## config.mk

```make
export PLATFORM = sky130hd
export DESIGN_NAME = bftc_top
export DESIGN_NICKNAME = d
export VERILOG_FILES = /design/src/bftc_pkg.sv /design/src/bftc_top.sv
export SDC_FILE = /design/constraint.sdc
export NUM_CORES = 2
export LEC_CHECK = 0
export ABC_CLOCK_PERIOD_IN_PS = 47100
export BUFFER_PORTS_ARGS = -buffer_cell sky130_fd_sc_hd__buf_4
export CORE_MARGIN = 1
export CORE_UTILIZATION = 55
export DETAILED_ROUTE_END_ITERATION = 8
export PLACE_DENSITY = 0.69
export SLEW_MARGIN = 20
export SYNTH_ARGS = -nofsm -noshare
export SYNTH_HDL_FRONTEND = slang
export SYNTH_SLANG_ARGS = --single-unit
```

## constraint.sdc

```tcl
create_clock -name clock_in -period 47.1 [get_ports clock_in]
set_clock_uncertainty 0.05 [all_clocks]
set_input_delay 2.355 -clock clock_in [delete_from_list [all_inputs] [get_ports clock_in]]
set_output_delay 2.355 -clock clock_in [all_outputs]
set_load 0.005 [all_outputs]
```

## src/bftc_pkg.sv

```systemverilog
package bftc_pkg;
  // Clock rates; the pulse timing is kept in master-clock ticks
  localparam int CLK_MHZ = 40;
  localparam int MASTER_MHZ = 160;
  localparam logic [8:0] TICKS_PER_CLK = 9'(MASTER_MHZ / CLK_MHZ);

  // Register addresses on the serial port
  localparam logic [4:0] ADDR_P_FIRST = 5'h08;
  localparam logic [4:0] ADDR_N_FIRST = 5'h10;
  localparam logic [4:0] ADDR_P_ALL = 5'h18;
  localparam logic [4:0] ADDR_N_ALL = 5'h19;
  localparam logic [4:0] ADDR_CTRL = 5'h1a;

  // Global control register layout and reset value
  localparam int CTRL_W = 14;
  localparam logic [13:0] CTRL_RESET = 14'h047f;
  localparam int BIT_RSV = 13;
  localparam int BIT_CW = 12;
  localparam int BIT_IFE = 11;
  localparam int BIT_CME = 10;
  localparam int FD_HI = 9;
  localparam int FD_LO = 3;
  localparam int PL_HI = 2;
  localparam int PL_LO = 0;
  localparam logic [7:0] FD_ZERO_HALF = 8'h80;

  // Pattern storage
  localparam int CHANNELS = 8;
  localparam int PAT_W = 64;
  localparam logic [63:0] P_DEFAULT = 64'h5555_5555_5555_5555;
  localparam logic [63:0] N_DEFAULT = 64'haaaa_aaaa_aaaa_aaaa;

  // Serial frame: one read flag, five address bits, then data
  localparam logic [6:0] CNT_ADDR_LAST = 7'h05;
  localparam logic [6:0] CNT_DATA_FIRST = 7'h06;
  localparam logic [6:0] CNT_MAX = 7'h46;

  typedef enum logic [2:0] {
    BFTC_IDLE = 3'b001,
    BFTC_FIRE = 3'b010,
    BFTC_CW = 3'b100
  } bftc_state_t;

  // Pulses per pattern for each length code
  function automatic logic [6:0] bftc_length(input logic [2:0] code);
    case (code)
      3'h0: bftc_length = 7'h04;
      3'h1: bftc_length = 7'h08;
      3'h2: bftc_length = 7'h10;
      3'h3: bftc_length = 7'h18;
      3'h4: bftc_length = 7'h20;
      3'h5: bftc_length = 7'h28;
      3'h6: bftc_length = 7'h30;
      default: bftc_length = 7'h40;
    endcase
  endfunction : bftc_length
endpackage : bftc_pkg

```

## src/bftc_top.sv

```systemverilog
module bftc_top (
  // Clock and reset
  input wire logic clock_in,
  input wire logic rst_n_in,
  // Serial register port
  input wire logic serial_clock_in,
  input wire logic serial_data_in,
  input wire logic serial_latch_enable_in,
  output logic serial_data_out,
  // Fire trigger
  input wire logic transmit_fire_in,
  // Pulser controls
  output logic [7:0] pulse_p_out,
  output logic [7:0] pulse_n_out,
  output logic clock_multiplier_enable_out
);

  logic rst_meta_n;
  logic rst_n;
  logic [3:0] sync1;
  logic [3:0] sync2;
  logic [3:0] prev;
  logic sclk_rise;
  logic sle_low;
  logic sle_fall;
  logic sle_rise;
  logic fire_level;
  logic fire_rise;
  logic [6:0] cnt;
  logic read_flag;
  logic [4:0] addr;
  logic [63:0] wdata;
  logic [63:0] rd_shift;
  logic [63:0] pat [2*bftc_pkg::CHANNELS];
  logic [13:0] ctrl;
  logic [4:0] next_addr;
  logic [63:0] rd_value;
  bftc_pkg::bftc_state_t state;
  logic [6:0] bit_idx;
  logic [6:0] len;
  logic [8:0] acc;
  logic [8:0] next_acc;
  logic [7:0] half_div;
  logic tick;
  logic invert;
  logic second_pending;
  logic cw_phase;
  logic [7:0] p_bits;
  logic [7:0] n_bits;

  // Reset release through two flops
  always_ff @(posedge clock_in or negedge rst_n_in) begin
    if (!rst_n_in) begin
      rst_meta_n <= 1'b0;
      rst_n <= 1'b0;
    end else begin
      rst_meta_n <= 1'b1;
      rst_n <= rst_meta_n;
    end
  end

  // Pins are asynchronous: two flops, then a third for edges
  always_ff @(posedge clock_in or negedge rst_n) begin
    if (!rst_n) begin
      sync1 <= 4'hf;
      sync2 <= 4'hf;
      prev <= 4'hf;
    end else begin
      sync1 <= {transmit_fire_in, serial_latch_enable_in, serial_data_in, serial_clock_in};
      sync2 <= sync1;
      prev <= sync2;
    end
  end

  // Sampling limits the usable serial clock to well below 20 MHz
  assign sclk_rise = sync2[0] & ~prev[0];
  assign sle_low = ~sync2[2];
  assign sle_fall = ~sync2[2] & prev[2];
  assign sle_rise = sync2[2] & ~prev[2];
  assign fire_level = sync2[3] & prev[3];
  assign fire_rise = sync2[3] & ~prev[3];
  assign next_addr = {addr[3:0], sync2[1]};

  // Read-back source for an address
  always_comb begin
    rd_value = 64'h0;
    if (next_addr == bftc_pkg::ADDR_CTRL) begin
      rd_value = {50'h0, ctrl};
    end else if (next_addr >= bftc_pkg::ADDR_P_FIRST && next_addr < bftc_pkg::ADDR_P_ALL) begin
      rd_value = pat[4'(next_addr - bftc_pkg::ADDR_P_FIRST)];
    end else if (next_addr == bftc_pkg::ADDR_P_ALL) begin
      rd_value = pat[0];
    end else if (next_addr == bftc_pkg::ADDR_N_ALL) begin
      rd_value = pat[bftc_pkg::CHANNELS];
    end
  end

  // Serial frame capture: flag, address MSB first, data LSB first
  always_ff @(posedge clock_in or negedge rst_n) begin
    if (!rst_n) begin
      cnt <= 7'h0;
      read_flag <= 1'b0;
      addr <= 5'h0;
      wdata <= 64'h0;
    end else if (sle_fall) begin
      cnt <= 7'h0;
      wdata <= 64'h0;
    end else if (sle_low && sclk_rise && cnt != bftc_pkg::CNT_MAX) begin
      cnt <= cnt + 7'h1;
      if (cnt == 7'h0) begin
        read_flag <= sync2[1];
      end else if (cnt < bftc_pkg::CNT_DATA_FIRST) begin
        addr <= next_addr;
      end else begin
        wdata[6'(cnt - bftc_pkg::CNT_DATA_FIRST)] <= sync2[1];
      end
    end
  end

  // Read data: loaded with the last address bit, shifted per clock
  always_ff @(posedge clock_in or negedge rst_n) begin
    if (!rst_n) begin
      rd_shift <= 64'h0;
    end else if (sle_low && sclk_rise && read_flag) begin
      if (cnt == bftc_pkg::CNT_ADDR_LAST) begin
        rd_shift <= rd_value;
      end else if (cnt >= bftc_pkg::CNT_DATA_FIRST) begin
        rd_shift <= {1'b0, rd_shift[63:1]};
      end
    end
  end
  assign serial_data_out = rd_shift[0];

  // Control register commit at latch rise; reserved bit kept zero
  always_ff @(posedge clock_in or negedge rst_n) begin
    if (!rst_n) begin
      ctrl <= bftc_pkg::CTRL_RESET;
    end else if (sle_rise && !read_flag && cnt >= bftc_pkg::CNT_DATA_FIRST && addr == bftc_pkg::ADDR_CTRL) begin
      ctrl <= wdata[13:0] & ~(14'h1 << bftc_pkg::BIT_RSV);
    end
  end

  // Pattern commit; frozen while continuous wave is on
  always_ff @(posedge clock_in or negedge rst_n) begin
    if (!rst_n) begin
      for (int i = 0; i < bftc_pkg::CHANNELS; i++) begin
        pat[i] <= bftc_pkg::P_DEFAULT;
        pat[i + bftc_pkg::CHANNELS] <= bftc_pkg::N_DEFAULT;
      end
    end else if (sle_rise && !read_flag && cnt >= bftc_pkg::CNT_DATA_FIRST && !ctrl[bftc_pkg::BIT_CW]) begin
      for (int i = 0; i < 2 * bftc_pkg::CHANNELS; i++) begin
        if (addr == 5'(i) + bftc_pkg::ADDR_P_FIRST) begin
          pat[i] <= wdata;
        end else if (addr == bftc_pkg::ADDR_P_ALL && i < bftc_pkg::CHANNELS) begin
          pat[i] <= wdata;
        end else if (addr == bftc_pkg::ADDR_N_ALL && i >= bftc_pkg::CHANNELS) begin
          pat[i] <= wdata;
        end
      end
    end
  end

  assign clock_multiplier_enable_out = ctrl[bftc_pkg::BIT_CME];
  assign len = bftc_pkg::bftc_length(ctrl[bftc_pkg::PL_HI:bftc_pkg::PL_LO]);

  // Bit period in master ticks is the field value; zero means 128
  assign half_div = (ctrl[bftc_pkg::FD_HI:bftc_pkg::FD_LO] == 7'h0) ? bftc_pkg::FD_ZERO_HALF
                    : {1'b0, ctrl[bftc_pkg::FD_HI:bftc_pkg::FD_LO]};
  assign next_acc = acc + bftc_pkg::TICKS_PER_CLK;
  // Fractional accumulator; fields below four saturate at one bit per clock
  assign tick = (state != bftc_pkg::BFTC_IDLE) && ctrl[bftc_pkg::BIT_CME] && next_acc >= {1'b0, half_div};

  always_ff @(posedge clock_in or negedge rst_n) begin
    if (!rst_n) begin
      acc <= 9'h0;
    end else if (state == bftc_pkg::BFTC_IDLE) begin
      acc <= 9'h0;
    end else if (ctrl[bftc_pkg::BIT_CME]) begin
      // Clamp stops fields below four from piling up until the sum wraps and drops a tick
      if (!tick) begin
        acc <= next_acc;
      end else if (next_acc - {1'b0, half_div} >= {1'b0, half_div}) begin
        acc <= 9'h0;
      end else begin
        acc <= next_acc - {1'b0, half_div};
      end
    end
  end

  // Same bit index for every channel, LSB first
  always_comb begin
    for (int c = 0; c < bftc_pkg::CHANNELS; c++) begin
      p_bits[c] = pat[c][6'(bit_idx)];
      n_bits[c] = pat[c + bftc_pkg::CHANNELS][6'(bit_idx)];
    end
  end

  // Invert-fire pairing: serial activity restarts the pair
  always_ff @(posedge clock_in or negedge rst_n) begin
    if (!rst_n) begin
      second_pending <= 1'b0;
    end else if (sle_fall || !ctrl[bftc_pkg::BIT_IFE]) begin
      second_pending <= 1'b0;
    end else if (state == bftc_pkg::BFTC_IDLE && fire_rise && !ctrl[bftc_pkg::BIT_CW]) begin
      second_pending <= ~second_pending;
    end
  end

  // Firing sequencer
  always_ff @(posedge clock_in or negedge rst_n) begin
    if (!rst_n) begin
      state <= bftc_pkg::BFTC_IDLE;
      bit_idx <= 7'h0;
      invert <= 1'b0;
      cw_phase <= 1'b0;
    end else begin
      case (state)
        bftc_pkg::BFTC_IDLE: begin
          bit_idx <= 7'h0;
          cw_phase <= 1'b0;
          if (fire_rise) begin
            if (ctrl[bftc_pkg::BIT_CW]) begin
              state <= bftc_pkg::BFTC_CW;
            end else begin
              state <= bftc_pkg::BFTC_FIRE;
              invert <= ctrl[bftc_pkg::BIT_IFE] & second_pending;
            end
          end
        end
        bftc_pkg::BFTC_FIRE: begin
          if (tick) begin
            if (bit_idx + 7'h1 == len) begin
              state <= bftc_pkg::BFTC_IDLE;
            end else begin
              bit_idx <= bit_idx + 7'h1;
            end
          end
        end
        bftc_pkg::BFTC_CW: begin
          if (!fire_level) begin
            state <= bftc_pkg::BFTC_IDLE;
          end else if (tick) begin
            cw_phase <= ~cw_phase;
          end
        end
        default: state <= bftc_pkg::BFTC_IDLE;
      endcase
    end
  end

  // Registered pulser drive; idle is all low
  always_ff @(posedge clock_in or negedge rst_n) begin
    if (!rst_n) begin
      pulse_p_out <= 8'h0;
      pulse_n_out <= 8'h0;
    end else if (state == bftc_pkg::BFTC_FIRE) begin
      pulse_p_out <= p_bits ^ {8{invert}};
      pulse_n_out <= n_bits ^ {8{invert}};
    end else if (state == bftc_pkg::BFTC_CW) begin
      pulse_p_out <= {8{~cw_phase}};
      pulse_n_out <= {8{cw_phase}};
    end else begin
      pulse_p_out <= 8'h0;
      pulse_n_out <= 8'h0;
    end
  end
endmodule : bftc_top

```

; Yosys cells after proc, flatten, opt, wreduce, memory -nomap -nowiden
; Index checks and enable logic that the tools add are counted.
[totals]
ff_bits = 1230
inputBits = 6
out_inout_bits = 18
wordCells = 271
[op_classes]
n_addsub = 6
n_lt_le_gt_ge = 10
eq_ne = 44
muxes = 92
n_bitwise = 18
reduce_logical = 66
[op_table]
columns = operator, n
row1 = $mux W64, 30
row2 = $bmux W64 S4, 1
row3 = $bmux W1 S6, 16
row4 = $eq A5 B5 Y1 const B, 14
row5 = $bwmux W64, 1
row6 = $pmux W7 S7, 1
row7 = $reduce_bool A2 Y1, 22
row8 = $eq A5 B4 Y1 const B, 8
row9 = $mux W8, 5
row10 = $mux W9, 4
row11 = $reduce_and A2 Y1, 17
row12 = $mux W7, 4
row13 = $mux W1, 21
row14 = $ge A9 B8 Y1, 2
row15 = $ne A2 B2 Y1 const B, 9
row16 = $xor A8 B8 Y8, 2
row17 = $mux W3, 5
row18 = $reduce_and A3 Y1, 5
row19 = $add A7 B1 Y7 const B, 2
row20 = $logic_not A7 Y1, 2
row21 = $lt A6 B7 Y1 const B, 2
row22 = $pmux W7 S2, 1
row23 = $logic_and A1 B1 Y1, 13
row24 = $eq A3 B3 Y1 const B, 4
row25 = 26 further kinds, 45

; Logic depth before layout (Yosys ltp)
[logic_depth]
depth_word = 10
mapped_depth = 17
depth_no_buf = 17

; Least setup slack after synthesis
; No wires, ideal clock.
[synth_path]
path_type = register -> register
from = register ctrl[3]
to = register acc[2]
setup_ns = 0.085
arrival_ns = 3.219
required_time_ns = 46.965
setup_slack_ns = 43.746
stages_incl_launch_ff = 18
path_cell_list = dfstp_2 clkbuf_1 ha_1 inv_1 fa_1 a21o_1 a21oi_1 nor2b_1 o21a_1 nor2_1 xor2_1 inv_1 ha_1 a21oi_1 a21oi_1 o21ai_0 nand4b_1 o22ai_1
[synth_between]
elab_chain_cells = 8
word_cells_on_any_way = 10
classes_between = add/sub (1) / order compare (2) / mux (5) / reduce/logical (2)
[synth_lines]
columns = element, line_no
row1 = start: declaration, bftc_top.sv:35  ; logic [13:0] ctrl;
row2 = start signal: assignment, bftc_top.sv:137  ; ctrl <= bftc_pkg::CTRL_RESET;
row3 = start signal: assignment, bftc_top.sv:139  ; ctrl <= wdata[13:0] & ~(14'h1 << bftc_pkg::BIT_RSV);
row4 = $logic_not A7 Y1, bftc_top.sv:167  ; assign half_div = (ctrl[bftc_pkg::FD_HI:bftc_pkg::FD_LO] == 7'h0) ? bftc_pkg::FD_ZERO_HALF
row5 = $mux W8 *, bftc_top.sv:167
row6 = $sub A9 B8 Y9, "bftc_top.sv:182, bftc_top.sv:185"
row7 = $ge A9 B8 Y1, bftc_top.sv:182  ; end else if (next_acc - {1'b0, half_div} >= {1'b0, half_div}) begin
row8 = $mux W9, bftc_top.sv:182
row9 = $mux W9 *, bftc_top.sv:180  ; if (!tick) begin
row10 = $mux W9 *, bftc_top.sv:178  ; end else if (ctrl[bftc_pkg::BIT_CME]) begin
row11 = $mux W9 *, bftc_top.sv:176  ; end else if (state == bftc_pkg::BFTC_IDLE) begin
row12 = end signal: assignment, bftc_top.sv:181  ; acc <= next_acc;
row13 = end signal: assignment, bftc_top.sv:185  ; acc <= next_acc - {1'b0, half_div};
row14 = end: declaration, bftc_top.sv:41  ; logic [8:0] acc;
; Mark *: on every way between the ends. The rest lies on a longest branch, timed or not. The select of a mux whose other input is x is not followed.
; A chain may end at the register's enable or synchronous reset.

; Worst setup path in the final report
[layout_path]
from = register sync2[1]
to = register rd_shift[59]
[layout_between]
elab_chain_cells = 8
word_cells_on_any_way = 16
classes_between = add/sub (1) / order compare (2) / eq/ne (3) / mux (8) / bitwise (1) / reduce/logical (1)
[layout_lines]
columns = element, line_no
row1 = start: declaration, bftc_top.sv:21  ; logic [3:0] sync2;
row2 = start signal: assignment, bftc_top.sv:70  ; sync2 <= sync1;
row3 = $sub A4 B4 Y4, bftc_top.sv:90  ; rd_value = pat[4'(next_addr - bftc_pkg::ADDR_P_FIRST)];
row4 = $not A4 Y5 (implied by the code), bftc_top.sv:90
row5 = $bmux W64 S4, bftc_top.sv:90
row6 = $mux W64 (implied by the code) (2 in series), bftc_top.sv:90
row7 = $mux W64, bftc_top.sv:89  ; end else if (next_addr >= bftc_pkg::ADDR_P_FIRST && next_addr < bftc_pkg::ADDR_P_ALL) begin
row8 = $mux W64 *, bftc_top.sv:87  ; if (next_addr == bftc_pkg::ADDR_CTRL) begin
row9 = $mux W64 *, bftc_top.sv:125  ; if (cnt == bftc_pkg::CNT_ADDR_LAST) begin
row10 = end signal: assignment, bftc_top.sv:126  ; rd_shift <= rd_value;
row11 = end signal: assignment, bftc_top.sv:128  ; rd_shift <= {1'b0, rd_shift[63:1]};
row12 = end: declaration, bftc_top.sv:33  ; logic [63:0] rd_shift;
; Marks and branches as above.

==> results.ini <==
[status]
status = finished, final reports clean

[sta]
slew_viol_final = 0
worst_pin_slew_ns = 1.212
grt_setup_unrepaired = no
hold_viol_final = 0
tns_ns = 0
max_freq_mhz = 201.5
maxSlewHeadroom_pct = 18.45
setup-violations-final = 0
period_share_pct = 10.54
fin_crit_ns = 4.964

[worst_setup_path]
cp-end-kind = register
critPathKind = register to register
required_ns = 47.67
crit_slowest_cell = dfstp_4
r2r_cells = 9
critPathMaxFanout = 51
path_cells = buf_4 -> buf_4 -> buf_4 -> mux4_2 -> mux2_2 -> a21oi_1 -> a2111oi_0 -> a21oi_1 -> a21oi_1
r2r_end = rd_shift[59]
ff2ff_setup_slack_ns = 42.14
startpoint_type = register
r2r_start = sync2[1]
cp.arrival_ns = 5.54
critical-path-max-stage-delay_ns = 1.02

[clock_tree]
path_clk_slew_ns = 0.06
cts_sinks = 1229
cts_setup_buffers = 0
cts-hold-fix-buffers = 0
cts_tree = done
cts_inserted_buffers = 138
clkLatencyLatePin_ns = 0.77
cts-resized-gates = 0
cts_root_buf = clkbuf_16
clockBufferDepth = 3
cts_htree_levels = 4

[placement]
dp.cells = 6482
numPortBuffers = 23
dpl.hpwl_um = 131500
globalplace.congestion = 0.9213
post_dp_cell_area_sq_um = 68040

[synthesis]
synthAdderAreaFrac_pct = 0.4413
synthFlopType = dfrtp_1
synth_compound_area_share_pct = 7.607
syn_avg_cell_area_sq_um = 12.77
synth.mux.area_fraction_pct = 36.63
synthSimpleGateAreaFrac_pct = 4.466
synth_warnings = 0
synth_top_area_cell = dfrtp_1
synthTopCellsByCount = mux2_2 (1,072), dfrtp_1 (697), mux2i_1 (606)
synth_top_family_by_area = multiplexers
synth-xor-area-share_pct = 0.5704
yosysMostFrequentCell = mux2_2
synthArstFlopShare_pct = 100.0
netlist.area_leader.share_pct = 26.07
synth_fp_nets = 5268
synth_edf_count = 0
synth_area_leaders = dfrtp_1 (26%), dfstp_2 (21%), mux2_2 (18%), mux2i_1 (9.1%), mux4_2 (8.6%)
ys_ff_latch = 1229
synthCells = 5239
yosysUniqueCellTypes = 78
ys_seq_area_share_pct = 46.96
syn-cell-area_sq_um = 66910

[power]
p_leak_nw = 28.81
power_frac_comb_pct = 5.1
power.internal_mw = 1.755
clock_power_share_pct = 48.3
power-per-cell-area_nw_per_um2 = 31.54
max-vdd-ir-drop_mv = 0.03479
swShare_pct = 23.45
seq_power_share_pct = 46.7
p_sw_mw = 0.5376

[global_route]
grt.overflow.total = 0
grt_busiest_layer = met2
grt_max_degree = 171
gr-usage-all-layers_pct = 33.88
grt_pass1_vias = 45930
antenna_found_initial = 6
globalRouteMet3Util_pct = 7.858
met1_usage_pct = 46.41
grt_use_met2_pct = 50.53
grt_pass1_wl_um = 308300

[cells_and_area]
drive_gt1_share_pct = 43.61
final_area_sq_um = 72690
utilization_pct = 60.43
finish.net_count = 5040
area_growth_pct = 8.636
layout.cells.non_filler = 6742

[die]
ios = 24
die_h_um = 350.8
die_width_um = 350.8
fp-row-count = 127
dieArea_sq_um = 123100
start_util_pct = 55.62
coreArea_sq_um = 120300

[drt]
drtIter0Drc = 4849
viasPerCell = 6.844
post_drt_wl_per_cell_um = 30.79
drt_wl_total_um = 207600
vias = 46140
postRouteAntennaNets = 0
drc = 0
drt_first_pass_iters = 7

[job]
cap_violations = 0

[hold_path]
hp-class = register to async pin

[cell type report]
cell class                      instances  area, sq um
Fill cell                            9477        47600
Multi-Input combinational cell       3489        33450
Clock inverter                         36        484.2
Tap cell                             1612         2017
Inverter                               30        112.6
Sequential cell                      1229        31450
Antenna cell                            3        7.507
Clock buffer                          220         4130
Timing Repair Buffer                  123         1033
[worst max-delay path: cells and delay by family, from the launching register on]
kind	cells	cell delay, ns
flops	1	1.02
compound gates	4	0.56
buf+inv	3	2.18
mux	2	0.88
[per-stage QoR]
stage               setup WS (ns)  hold WS (ns)  total power, mW
CTS                         41.98        0.2879            2.306
detailed placement          41.98        0.2901            1.204
global placement            41.98        0.2816            1.203
finish                      42.14        0.2793            2.293
floorplan                   11.18        0.2812            1.168
global route                41.39        0.3100            2.353
[sequential cells by signal, summed over array words and instances, names as in the netlist]
register / count
sync2: 4
ctrl: 13
second_pending: 1
pulse_p_out: 8
read_flag: 1
pulse_n_out: 8
acc: 9
addr: 5
pat: 1024
state: 3
prev: 3
invert: 1
rst_meta_n: 1
rst_n: 1
rd_shift: 64
wdata: 64
bit_idx: 7
cw_phase: 1
sync1: 4
cnt: 7
[cells by family (layout without fill, tap and decap cells)]
logic type,after synthesis,in the layout
other cells,1,4
flops,1229,1229
buf+inv,521,409
simple gates,617,617
xor+xnor,42,42
fa+ha+maj,23,23
mux,1988,1988
compound gates,818,818
[power by group through the flow]
stage | sequential [mW] | combinational [mW] | clock, mW
5_1_grt | 1.07 | 0.123 | 1.16
6_report | 1.07 | 0.116 | 1.11
4_1_cts | 1.07 | 0.116 | 1.12
2_1_floorplan | 1.09 | 0.0765 | 0
3_5_place_dp | 1.09 | 0.116 | 0
3_3_place_gp | 1.09 | 0.115 | 0
[per-layer routing]
metal	wire length [um]	share of wire, %
met5	55	0.026
met3	18460	8.9
met4	10810	5.2
met2	93440	45
met1	84830	41
[cell usage in the layout, fill, tap and decap left out, types with 7 or more instances in the layout]
cell type  instances
nand2b_1          26
a211oi_1          15
a2bb2oi_1          9
dfstp_2          531
o221ai_1          21
nand2_1          118
nand3_1           90
mux2_1            54
clkbuf_16        145
clkinv_2          17
nor3_1            24
bufinv_16         10
ha_1              22
o41ai_1           18
a21o_1             7
o21a_1            10
inv_1             30
a2111oi_0         45
nor2_1           226
a21oi_1          298
o22ai_1           96
xor2_1            29
nor4_1            18
mux2i_1          606
clkbuf_8          22
buf_4            114
xnor2_1           12
a22oi_1          115
dfrtp_1          691
nand4_1           22
mux2_2          1072
nor2b_1           12
o21ai_0          134
clkbuf_1          53
mux4_2           256
nand3b_1           7
[worst max-delay path by stage]
stage,startpoint,endpoint
2_1_floorplan,rst_n,acc[0]
3_3_place_gp,rst_n,bit_idx[1]
3_5_place_dp,rst_n,bit_idx[1]
4_1_cts,rst_n,bit_idx[1]
5_1_grt,rst_n,bit_idx[1]
6_report,sync2[1],rd_shift[59]
Note: power is estimated with default switching activity, not from simulation.
